`src/hdl/uebc_consts.svh`:
```
// Constants for the endpoint remaining-byte counter block.
`ifndef UEBC_CONSTS_SVH
`define UEBC_CONSTS_SVH
// =====================================================================
// Sizes
`define UEBC_NUM_EP 4
`define UEBC_EP_IDX_W 2
`define UEBC_CNT_W 10
`define UEBC_BYTES_PER_READ 10'h004
// =====================================================================
// Register offsets (byte addresses, word index in address bits [5:2])
`define UEBC_ADDR_W 8
`define UEBC_OFF_COUNT_BASE 8'h00
`define UEBC_OFF_CSR_BASE 8'h10
`define UEBC_OFF_CFG 8'h20
`define UEBC_OFF_IRQ_STAT 8'h24
`define UEBC_OFF_IRQ_MASK 8'h28
// =====================================================================
// Control/status field positions
`define UEBC_CSR_FS 0
`define UEBC_CSR_PC 1
`define UEBC_CSR_DME 3
`define UEBC_CSR_BNE 6
// Configuration field positions, per endpoint in a nibble.
`define UEBC_CFG_DIR_IN 0
`define UEBC_CFG_DBUF 1
`define UEBC_CFG_NIB 4
`define UEBC_RESET_WORD 32'h0000_0000
`endif

```
`src/hdl/uebc_pkg.sv`:
```
// Types for the endpoint remaining-byte counter block.
`include "uebc_consts.svh"
package uebc_pkg;
  // Slot of one receive buffer.
  typedef struct packed {
    logic full;
    logic [`UEBC_CNT_W-1:0] len;
  } uebc_slot_s;
  // Packet handed in by the link logic.
  typedef struct packed {
    logic valid;
    logic [`UEBC_EP_IDX_W-1:0] ep;
    logic [`UEBC_CNT_W-1:0] len;
  } uebc_pkt_s;
  // Avalon-MM request.
  typedef struct packed {
    logic read;
    logic write;
    logic [`UEBC_ADDR_W-1:0] address;
    logic [31:0] writedata;
  } uebc_avm_req_s;
  // Per endpoint state.
  typedef struct packed {
    logic [`UEBC_CNT_W-1:0] count;
    logic second_active;
    logic pc;
    logic bne;
    logic dma_enable;
    uebc_slot_s pend;
  } uebc_ep_s;
  typedef enum logic [1:0] {
    UEBC_BUS_IDLE = 2'b00,
    UEBC_BUS_ACK = 2'b01
  } uebc_bus_e;
endpackage

```
`src/hdl/uebc_ep_counter.sv`:
```
// One endpoint's remaining-byte counter and buffer flags.
`timescale 1ns/1ps
`include "uebc_consts.svh"
module uebc_ep_counter (
  input wire logic clk,
  input wire logic reset_n,
  input wire logic is_in,
  input wire logic dbuf,
  input wire logic pkt_in,
  input wire logic [`UEBC_CNT_W-1:0] pkt_len,
  input wire logic fifo_rd,
  input wire logic pc_clr,
  input wire logic dme_wr,
  input wire logic dme_val,
  output uebc_pkg::uebc_ep_s st,
  output logic fifo_service,
  output logic overrun,
  output logic pkt_event
);
  import uebc_pkg::*;
  uebc_ep_s s_q;
  uebc_ep_s s_d;
  logic empty_now;

  // =====================================================================
  // Next-state logic
  // A read of an empty buffer never advances into the pending one.
  always_comb begin
    s_d = s_q;
    overrun = 1'b0;
    pkt_event = 1'b0;
    empty_now = 1'b0;
    if (dme_wr) begin
      s_d.dma_enable = dme_val;
    end
    if (fifo_rd && !is_in) begin
      if (s_q.count == '0) begin
        overrun = 1'b1;
      end else if (s_q.count <= `UEBC_BYTES_PER_READ) begin
        s_d.count = '0;
        empty_now = 1'b1;
      end else begin
        s_d.count = s_q.count - `UEBC_BYTES_PER_READ;
      end
    end
    // Buffer-not-empty falls together with the count reaching zero.
    if (empty_now || (s_q.count == '0 && !s_q.pc)) begin
      s_d.bne = 1'b0;
    end
    if (pc_clr && s_q.pc) begin
      s_d.pc = 1'b0;
      if (s_q.pend.full) begin
        // Second buffer becomes active only once software clears PC.
        s_d.count = s_q.pend.len;
        s_d.bne = dbuf ? 1'b1 : (s_q.pend.len != '0);
        s_d.second_active = 1'b1;
        s_d.pc = 1'b1;
        s_d.pend.full = 1'b0;
        pkt_event = 1'b1;
      end else begin
        s_d.second_active = 1'b0;
        s_d.bne = 1'b0;
      end
    end
    if (pkt_in && !is_in) begin
      // Judge against this cycle's clear as well: a packet that parked while
      // packet-complete drops would never be loaded.
      if (!s_d.pc && !s_d.pend.full) begin
        // Load the count in the same cycle that the packet is flagged to software.
        s_d.count = pkt_len;
        s_d.pc = 1'b1;
        s_d.bne = dbuf ? 1'b0 : (pkt_len != '0);
        s_d.second_active = 1'b0;
        pkt_event = 1'b1;
      end else begin
        // Held until PC is cleared; the visible count is untouched.
        s_d.pend.full = 1'b1;
        s_d.pend.len = pkt_len;
      end
    end
  end

  // =====================================================================
  // State register
  always_ff @(posedge clk) begin
    if (!reset_n) begin
      s_q <= '0;
    end else begin
      s_q <= s_d;
    end
  end

  assign st = s_q;
  // FIFO service stays set while either buffer still holds data.
  assign fifo_service = !is_in && ((s_q.count != '0) || s_q.pend.full);
endmodule

```
`src/hdl/uebc_irq.sv`:
```
// Sticky interrupt status with a write-one-to-clear and a mask.
`timescale 1ns/1ps
`include "uebc_consts.svh"
module uebc_irq (
  input wire logic clk,
  input wire logic reset_n,
  input wire logic [`UEBC_NUM_EP*2-1:0] events,
  input wire logic clr_wr,
  input wire logic mask_wr,
  input wire logic [31:0] wdata,
  output logic [`UEBC_NUM_EP*2-1:0] status,
  output logic [`UEBC_NUM_EP*2-1:0] mask,
  output logic irq
);
  import uebc_pkg::*;
  typedef struct packed {
    logic [`UEBC_NUM_EP*2-1:0] stat;
    logic [`UEBC_NUM_EP*2-1:0] msk;
  } uebc_irq_s;
  uebc_irq_s r_q;
  uebc_irq_s r_d;

  // =====================================================================
  // A new event wins over a clear in the same cycle.
  always_comb begin
    r_d = r_q;
    if (clr_wr) begin
      r_d.stat = r_q.stat & ~wdata[`UEBC_NUM_EP*2-1:0];
    end
    if (mask_wr) begin
      r_d.msk = wdata[`UEBC_NUM_EP*2-1:0];
    end
    r_d.stat = r_d.stat | events;
  end

  always_ff @(posedge clk) begin
    if (!reset_n) begin
      r_q <= '0;
    end else begin
      r_q <= r_d;
    end
  end

  assign status = r_q.stat;
  assign mask = r_q.msk;
  assign irq = |(r_q.stat & r_q.msk);
endmodule

```
`src/hdl/uebc_top.sv`:
```
// Remaining-byte counters for the receive endpoints of a USB device controller.
// Function
// - Keep a remaining-byte count for control and every Out endpoint.
// - Each endpoint has a count register; In endpoints read it as reserved zero.
// - Single buffering: count drops with each read, zero when buffer empty.
// - Single buffering: clear buffer-not-empty once the count reaches zero.
// - Double buffering: count tracks only the active buffer, drops per read.
// - Active buffer empty but second holds data: keep fifo-service set.
// - Double buffering: not-empty flag set on second buffer, zero on first.
// - Reads past zero give undefined data and never enter the second buffer.
// - Clearing packet-complete loads second count, sets flag, enables its data.
// - Setup after Status: count shows Setup length before out-complete cleared.
`timescale 1ns/1ps
`include "uebc_consts.svh"
module uebc_top (
  input wire logic clk,
  input wire logic reset_n,
  input wire uebc_pkg::uebc_avm_req_s avs_req,
  output logic avs_waitrequest,
  output logic [31:0] avs_readdata,
  input wire uebc_pkg::uebc_pkt_s rx_pkt,
  input wire logic fifo_rd,
  input wire logic [`UEBC_EP_IDX_W-1:0] fifo_rd_ep,
  output logic [`UEBC_NUM_EP-1:0] fifo_service,
  output logic irq
);
  import uebc_pkg::*;

  typedef struct packed {
    uebc_bus_e bus;
    logic [31:0] rdata;
    logic [31:0] cfg;
  } uebc_top_s;

  uebc_top_s t_q;
  uebc_top_s t_d;
  uebc_ep_s ep_st [`UEBC_NUM_EP];
  logic [`UEBC_NUM_EP-1:0] pc_clr;
  logic [`UEBC_NUM_EP-1:0] dme_wr;
  logic [`UEBC_NUM_EP-1:0] ep_overrun;
  logic [`UEBC_NUM_EP-1:0] ep_pkt;
  logic [`UEBC_NUM_EP*2-1:0] events;
  logic [`UEBC_NUM_EP*2-1:0] irq_status;
  logic [`UEBC_NUM_EP*2-1:0] irq_mask;
  logic wr_take;
  logic rd_take;
  logic [3:0] word;
  logic clr_wr;
  logic mask_wr;

  // =====================================================================
  // Bus decode
  // Every access answers one cycle after it is seen, so waitrequest is
  // high in the first cycle and low in the second.
  assign wr_take = avs_req.write && (t_q.bus == UEBC_BUS_ACK);
  assign rd_take = avs_req.read && (t_q.bus == UEBC_BUS_ACK);
  assign word = avs_req.address[5:2];
  assign avs_waitrequest = (avs_req.read || avs_req.write) && (t_q.bus != UEBC_BUS_ACK);
  assign avs_readdata = t_q.rdata;
  assign clr_wr = wr_take && (avs_req.address == `UEBC_OFF_IRQ_STAT);
  assign mask_wr = wr_take && (avs_req.address == `UEBC_OFF_IRQ_MASK);

  // =====================================================================
  // Endpoint counters
  for (genvar g = 0; g < `UEBC_NUM_EP; g++) begin : g_ep
    logic csr_hit;
    assign csr_hit = wr_take &&
      (avs_req.address == (`UEBC_OFF_CSR_BASE + 8'(g * 4)));
    // Packet-complete is write-one-to-clear.
    assign pc_clr[g] = csr_hit && avs_req.writedata[`UEBC_CSR_PC];
    assign dme_wr[g] = csr_hit;
    uebc_ep_counter u_ep (
      .clk(clk),
      .reset_n(reset_n),
      .is_in(t_q.cfg[g*`UEBC_CFG_NIB + `UEBC_CFG_DIR_IN] && (g != 0)),
      .dbuf(t_q.cfg[g*`UEBC_CFG_NIB + `UEBC_CFG_DBUF]),
      .pkt_in(rx_pkt.valid && (rx_pkt.ep == `UEBC_EP_IDX_W'(g))),
      .pkt_len(rx_pkt.len),
      .fifo_rd(fifo_rd && (fifo_rd_ep == `UEBC_EP_IDX_W'(g))),
      .pc_clr(pc_clr[g]),
      .dme_wr(dme_wr[g]),
      .dme_val(avs_req.writedata[`UEBC_CSR_DME]),
      .st(ep_st[g]),
      .fifo_service(fifo_service[g]),
      .overrun(ep_overrun[g]),
      .pkt_event(ep_pkt[g])
    );
    // Low half: packet events; high half: reads past empty.
    assign events[g] = ep_pkt[g];
    assign events[g + `UEBC_NUM_EP] = ep_overrun[g];
  end

  // =====================================================================
  // Interrupt status and mask
  uebc_irq u_irq (
    .clk(clk),
    .reset_n(reset_n),
    .events(events),
    .clr_wr(clr_wr),
    .mask_wr(mask_wr),
    .wdata(avs_req.writedata),
    .status(irq_status),
    .mask(irq_mask),
    .irq(irq)
  );

  // =====================================================================
  // Register file and read mux
  always_comb begin
    t_d = t_q;
    if (avs_req.read || avs_req.write) begin
      t_d.bus = (t_q.bus == UEBC_BUS_ACK) ? UEBC_BUS_IDLE : UEBC_BUS_ACK;
    end else begin
      t_d.bus = UEBC_BUS_IDLE;
    end
    if (wr_take && avs_req.address == `UEBC_OFF_CFG) begin
      t_d.cfg = avs_req.writedata;
    end
    t_d.rdata = `UEBC_RESET_WORD;
    if (avs_req.read && t_q.bus != UEBC_BUS_ACK) begin
      case (word)
        4'h0, 4'h1, 4'h2, 4'h3: begin
          // In endpoints hold no count; they read as zero.
          if (!(t_q.cfg[word[1:0]*`UEBC_CFG_NIB + `UEBC_CFG_DIR_IN] &&
              word[1:0] != 2'h0)) begin
            t_d.rdata[`UEBC_CNT_W-1:0] = ep_st[word[1:0]].count;
          end
          // A Setup queued behind a drained Status packet on the control
          // endpoint shows its length before software clears out-complete.
          if (word[1:0] == 2'h0 && ep_st[0].count == '0 && ep_st[0].pend.full) begin
            t_d.rdata[`UEBC_CNT_W-1:0] = ep_st[0].pend.len;
          end
        end
        4'h4, 4'h5, 4'h6, 4'h7: begin
          t_d.rdata[`UEBC_CSR_FS] = fifo_service[word[1:0]];
          t_d.rdata[`UEBC_CSR_PC] = ep_st[word[1:0]].pc;
          t_d.rdata[`UEBC_CSR_DME] = ep_st[word[1:0]].dma_enable;
          t_d.rdata[`UEBC_CSR_BNE] = ep_st[word[1:0]].bne;
        end
        4'h8: begin
          t_d.rdata = t_q.cfg;
        end
        4'h9: begin
          t_d.rdata[`UEBC_NUM_EP*2-1:0] = irq_status;
        end
        4'hA: begin
          t_d.rdata[`UEBC_NUM_EP*2-1:0] = irq_mask;
        end
        default: begin
          t_d.rdata = `UEBC_RESET_WORD;
        end
      endcase
    end
  end

  always_ff @(posedge clk) begin
    if (!reset_n) begin
      t_q <= '{bus: UEBC_BUS_IDLE, rdata: 32'h0000_0000, cfg: 32'h0000_0000};
    end else begin
      t_q <= t_d;
    end
  end
endmodule

```
`config.mk`:
```
export PLATFORM = sky130hd
export DESIGN_NAME = uebc_top
export DESIGN_NICKNAME = d
export VERILOG_FILES = /design/src/hdl/uebc_pkg.sv /design/src/hdl/uebc_ep_counter.sv /design/src/hdl/uebc_irq.sv /design/src/hdl/uebc_top.sv
export VERILOG_INCLUDE_DIRS = /design/src /design/src/hdl
export SDC_FILE = /design/constraint.sdc
export NUM_CORES = 1
export LEC_CHECK = 0
export ABC_CLOCK_PERIOD_IN_PS = 5200
export BUFFER_PORTS_ARGS = -buffer_cell sky130_fd_sc_hd__buf_2
export CORE_AREA = 5 5 144 146
export CTS_CLUSTER_SIZE = 12
export DETAILED_ROUTE_END_ITERATION = 6
export DIE_AREA = 0 0 149 151
export PLACE_DENSITY = 0.78
export SYNTH_ARGS = -nofsm -noshare
export SYNTH_HDL_FRONTEND = slang
export SYNTH_HIERARCHICAL = 1
export SYNTH_SLANG_ARGS = --single-unit
```
`constraint.sdc`:
```
create_clock -name clk -period 5.2 [get_ports clk]
set_input_delay 0 -clock clk [delete_from_list [all_inputs] [get_ports clk]]
set_output_delay 0 -clock clk [all_outputs]
set_load 0.005 [all_outputs]
```
---- Yosys cells after proc, flatten, opt, wreduce, memory -nomap -nowiden ----
Cells that the tools add are included.
word-level totals
  register bits ........................... 182
  latch bits .............................. 0
  memory bits (writable) .................. 0
  memory bits (read-only) ................. 0
  input bits .............................. 60
  word-level logic and storage cells ...... 287
  memories ................................ 0
cells by class
  $add $sub $neg .......................... 4
  multiply operators ...................... 0
  divide/modulo/power cells ............... 0
  order comparisons ....................... 7
  equality and inequality tests ........... 25
  shift-type cells ........................ 0
  mux-type cells .......................... 110
  bitwise gates (word level) .............. 9
  reductions and logical operators ........ 98
operators by type and width
  cell                                                              count
  two-way mux 10 bit                                                18
  two-way mux 13 bit                                                12
  nonzero test 10 bit                                               9
  two-way mux 11 bit                                                8
  two-way mux 1 bit                                                 59
  binary-select mux 25 bit (select 2 bit)                           1
  two-way mux 25 bit                                                2
  logical AND 1 bit                                                 46
  less-or-equal comparator 10 x 3 -> 1 bit (second input constant)  4
  logical NOT 10 bit                                                4
  subtractor 10 x 3 -> 10 bit (second input constant)               4
  == test 8 x 5 -> 1 bit (second input constant)                    4
  == test 8 x 6 -> 1 bit (second input constant)                    3
  AND 8 bit                                                         2
  == test 4 x 3 -> 1 bit (second input constant)                    4
  logical NOT 1 bit                                                 15
  == test 4 bit (second input constant)                             3
  AND reduction 2 bit                                               6
  case mux 1 bit (5 select lines)                                   2
  case mux 2 bit (5 select lines)                                   1
  logical OR 1 bit                                                  9
  == test 2 bit (second input constant)                             4
  == test 4 x 2 -> 1 bit (second input constant)                    2
  two-way mux 8 bit                                                 1
  20 further kinds                                                  30

---- Longest topological paths before layout ----
  word-level depth ........................ 12
  gate-level depth with buffers ........... 11

---- By module ----
Netlist, hierarchy kept.
modules (own cells, without submodules)
  module                               times used  cells each  area an instance (µm²)  seq. area each (µm²)
  uebc_top                             1           343         3370.7                  1301.2
  uebc_ep_counter at g_ep[0].u_ep ...  2           171         1426.4                  500.5
  uebc_ep_counter at g_ep[2].u_ep ...  2           171         1403.8                  500.5
  uebc_irq                             1           55          625.6                   320.3

---- Least setup slack after synthesis ----
OpenSTA, ideal clock, no wires.
  path type ............................... input -> register
  from .................................... input avs_req[33] in the netlist's numbering
  to ...................................... register g_ep[0].u_ep.s_q, in the netlist g_ep[0].u_ep/st[15]
  library setup time ...................... 0.125 ns
  data arrival time ....................... 2.114 ns
  setup slack ............................. 2.961 ns
  stages .................................. 10
  path through ............................ nor4_1 -> and3_1 -> nand3_1 -> nor3_1 -> nor2b_1 -> or3b_2 -> clkbuf_1 -> nand2_1 -> nor3_1 -> o2bb2ai_1
on the way
  word-level cells in the longest chain between the ends .. 9
  elaborated cells on any way between the ends .. 11
  classes of those cells .................. 1 x eq/ne; 4 x mux; 6 x reduce/logical
ends and longest elaborated chain
  element                                                  RTL line               text
  from (decl)                                              uebc_top.sv:18         input wire uebc_pkg::uebc_avm_req_s avs_req,
  == test 8 x 5 -> 1 bit *                                 uebc_top.sv:68         (avs_req.address == (`UEBC_OFF_CSR_BASE + 8'(g * 4)));
  logical AND 1 bit *                                      uebc_top.sv:67         assign csr_hit = wr_take &&
  logical AND 1 bit *                                      uebc_top.sv:70         assign pc_clr[g] = csr_hit && avs_req.writedata[`UEBC_CSR_PC];
  net pc_clr[0]                                            uebc_top.sv:38         logic [`UEBC_NUM_EP-1:0] pc_clr;
  logical AND 1 bit *                                      uebc_ep_counter.sv:50  if (pc_clr && s_q.pc) begin
  two-way mux 13 bit or two-way mux 1 bit (tied branches)  uebc_ep_counter.sv:50
  logical NOT 1 bit                                        uebc_ep_counter.sv:68  if (!s_d.pc && !s_d.pend.full) begin
  logical AND 1 bit                                        uebc_ep_counter.sv:68
  two-way mux 13 bit                                       uebc_ep_counter.sv:68
  two-way mux 13 bit *                                     uebc_ep_counter.sv:65  if (pkt_in && !is_in) begin
  to (signal assigned)                                     uebc_ep_counter.sv:87  s_q <= '0;
  to (signal assigned)                                     uebc_ep_counter.sv:89  s_q <= s_d;
  to (decl)                                                uebc_ep_counter.sv:21  uebc_ep_s s_q;
Mark *: on every way through the listed nets, which the timed path passes. The rest lies on a longest branch.
A chain may end at the register's enable or synchronous reset.

---- Worst setup path after layout ----
  from .................................... register t_q[64] in the netlist's numbering
  to ...................................... register g_ep[0].u_ep.s_q, in the netlist g_ep[0].u_ep/st[22]
on the way
  word-level cells in the longest chain between the ends .. 10
  elaborated cells on any way between the ends .. 12
  classes of those cells .................. 1 x eq/ne; 4 x mux; 7 x reduce/logical
ends and longest elaborated chain
  element                                                  RTL line               text
  from (decl)                                              uebc_top.sv:35         uebc_top_s t_q;
  from (signal assigned)                                   uebc_top.sv:158        t_q <= '{bus: UEBC_BUS_IDLE, rdata: 32'h0000_0000, cfg: 32'h0000_0000};
  from (signal assigned)                                   uebc_top.sv:160        t_q <= t_d;
  == test 2 x 1 -> 1 bit *                                 uebc_top.sv:55         assign wr_take = avs_req.write && (t_q.bus == UEBC_BUS_ACK);
  logical AND 1 bit *                                      uebc_top.sv:55
  logical AND 1 bit *                                      uebc_top.sv:67
  logical AND 1 bit *                                      uebc_top.sv:70
  net pc_clr[0]                                            uebc_top.sv:38
  logical AND 1 bit *                                      uebc_ep_counter.sv:50
  two-way mux 13 bit or two-way mux 1 bit (tied branches)  uebc_ep_counter.sv:50
  logical NOT 1 bit                                        uebc_ep_counter.sv:68
  logical AND 1 bit                                        uebc_ep_counter.sv:68
  two-way mux 13 bit                                       uebc_ep_counter.sv:68
  two-way mux 13 bit *                                     uebc_ep_counter.sv:65
Marks and branches as above.

==> flow_metrics.tcl <==
set metrics [dict create \
    run_status "finished, violations left" \
    failed_checks "DRC" \
    grt_start_max_net_pins 55 \
    mean_cell_area_of_the_mapped_netlist_um2 8.915 \
    endpoint_kind_of_the_worst_setup_timing_path "flip-flop" \
    global_route.usage.total 0.2580 \
    gp_routability_congestion 0.9943 \
    max_freq_mhz 336.9 \
    min_period_ns 2.968 \
    detail_route.wl_per_cell_um 20.68 \
    clock_path_buffers 2 \
    total_power_w 0.003217 \
    cp_num_buf_inv 0 \
    fp-row-count 51 \
    layout-drive-gt1-share 0.1567 \
    die_height_um 151 \
    post-cts-setup-buffers 0 \
    setup_ws_ns 2.232 \
    cts_num_sinks 177 \
    antenna_violations_before_repair 3 \
    tritoncts "yes" \
    finalWirelength_mm 29.39 \
    critical_path.top_delay_family "simple AND/OR/NAND/NOR gates" \
    clkSlewWorstSetupHoldPaths_ns 0.08 \
    finish.utilization 0.5641 \
    total_die_area_um2 22500 \
    static-leakage-power_nw 4.590 \
    worst_slew_pin_slew_ns 1.265 \
    critical_path_peak_fanout 11 \
    fill_cells 1716 \
    numCtsBuffers 17 \
    synth.yosys.warnings 6 \
    grt_pass1_vias 8310 \
    crit_path_start_kind "flip-flop" \
    floorplan.io_pins 98 \
    cts_htree_levels 4 \
    dr.pass1.iters 7 \
    setup_repair_after_global_routing_missed_its_margin "false" \
    final_min_period_over_clock_period 0.5709 \
    max-vdd-ir-drop_mv 0.2016 \
    drt_iter0_markers 1089 \
    crit_path_cell_trace "and3_1 -> nand3_1 -> nor3_1 -> nor2b_1 -> nor3b_1 -> a22o_1 -> nand2_1 -> o41ai_1" \
    timing_hold_violations_final 0 \
    slew_viol_final 0 \
    setup-tns-final_ns 0 \
    worstSetupPathType "reg2reg" \
    die_x_um 149 \
    pwr_density_cell_nw_per_um2 295.9 \
    dp_slack_ns 2.008 \
    hold_path_class "in2reg" \
    slew_headroom 0.1549 \
    post_cts.resized_instances 0 \
    route.detailed.vias_per_inst 6.180 \
    overflow 0 \
    clock-skew-final_ns 0.009368 \
    synth_area_um2 9539 \
    core-area_um2 19270 \
    detailedPlacementHpwl_mm 20.09 \
    finish.net_count 1214 \
    clkLatencyLatePin_ns 0.44 \
    dr_total_vias 8782 \
    arrival_ns 3.30 \
    finalSetupViolations 0 \
    final_antenna_net_count 0 \
    global_route_wire_length_before_repair_mm 45.53 \
    maxCapViolations 0 \
    residual_drc 50 \
    synth_cells 1070 \
    initial_core_util 0.4950 \
    area_growth_pct 13.96 \
    port_buffers 97 \
    crit_path_top_delay_cell "sky130_fd_sc_hd__nor3b_1" \
    root_buffer_selected_by_cts "sky130_fd_sc_hd__clkbuf_16" \
    crit_path_max_incr_delay_ns 1.03 \
    worst-endpoint-required_ns 5.53 \
]
==> flip-flops by register name, indices dropped and copies added (netlist names) <==
| name | flops |
|---|---|
| avs_readdata | 32 |
| t_q | 33 |
| g_ep.u_ep/st | 96 |
| u_irq/status | 8 |
| u_irq/mask | 8 |
==> per-layer routing <==
layer	track usage	vias to the layer above	share of wire
li1	-	4060	-
met1	0.3447	4118	0.41
met2	0.4062	512	0.46
met3	0.06463	90	0.10
met4	0.09474	2	0.030
met5	0	-	0.00037
==> where the power goes <==
group	total, W	switching [W]	internal (W)
combinational	0.000464	0.000284	0.000180
sequential	0.00143	0.0000466	0.00138
clock	0.00132	0.000629	0.000694
==> layout make-up <==
| type | count | area [um2] | share of cell area |
|---|---|---|---|
| diodes | 1 | 2.502 | 0.0002302 |
| repair buffers | 136 | 863.3 | 0.07942 |
| multi-input cells | 787 | 5423 | 0.4989 |
| clock buffers | 17 | 425.4 | 0.03913 |
| well taps | 265 | 331.6 | 0.03050 |
| clock inverters | 15 | 195.2 | 0.01796 |
| flip-flops and latches | 177 | 3543 | 0.3260 |
| inverters | 23 | 86.33 | 0.007942 |
==> worst paths after layout <==
| kind | startpoint | cells past startpoint | to | slack [ns] |
|---|---|---|---|---|
| max | t_q[64]$_SDFF_PN0_ | 8 | g_ep[0].u_ep/st[22]$_SDFF_PN0_ | 2.23 |
| min | rx_pkt[8] | 3 | g_ep[0].u_ep/st[23]$_SDFF_PN0_ | 0.02 |
| max reg2reg | t_q[64]$_SDFF_PN0_ | 8 | g_ep[0].u_ep/st[22]$_SDFF_PN0_ | 2.23 |
| min reg2reg | t_q[19]$_SDFFE_PN0P_ | 1 | avs_readdata[19]$_SDFF_PN0_ | 0.47 |
==> tightest hold or removal path, delay by kind of cell <==
kind                   cells  cell delay (ns)
AOI/OAI and AO/OA          1             0.08
and+or+nand+nor            1             0.10
buffers and inverters      1             0.22
==> repair_timing <==
| action | 4_1_cts | 5_1_grt |
|---|---|---|
| hold buffers | 34 | 0 |
| endpoints found under the setup margin | 0 | 0 |
| endpoints found under the hold margin | 52 | 0 |
==> per-stage QoR <==
stage	std cells	cell area, um2	hold WS (ns)
finish	1421	10870	0.01773
global route	1421	10870	0.02073
CTS	1420	10870	0.002318
detailed placement	1354	9907	0.2600
global placement	1354	9907	0.2555
floorplan	1075	9558	0.1226
==> cell usage in the layout (no fill, tap or decap), types with 9 or more instances in the layout <==
cell type                         n
sky130_fd_sc_hd__ha_1            12
sky130_fd_sc_hd__a31oi_1         21
sky130_fd_sc_hd__o21a_1          12
sky130_fd_sc_hd__dfxtp_1        177
sky130_fd_sc_hd__nand2b_1        11
sky130_fd_sc_hd__a22oi_1         16
sky130_fd_sc_hd__dlygate4sd3_1   34
sky130_fd_sc_hd__nor2b_1         50
sky130_fd_sc_hd__o21ai_0         33
sky130_fd_sc_hd__nor2_1         124
sky130_fd_sc_hd__nor4_1          22
sky130_fd_sc_hd__inv_1           19
sky130_fd_sc_hd__buf_2           97
sky130_fd_sc_hd__o211ai_1        20
sky130_fd_sc_hd__mux4_2          10
sky130_fd_sc_hd__and3_1          29
sky130_fd_sc_hd__nor3b_1         10
sky130_fd_sc_hd__and2_1           9
sky130_fd_sc_hd__clkbuf_16       17
sky130_fd_sc_hd__mux2i_1         96
sky130_fd_sc_hd__nand2_1         41
sky130_fd_sc_hd__nor3_1          15
sky130_fd_sc_hd__a21oi_1         48
sky130_fd_sc_hd__nand3_1         50
No activity file was read; power rests on OpenSTA's default activity.
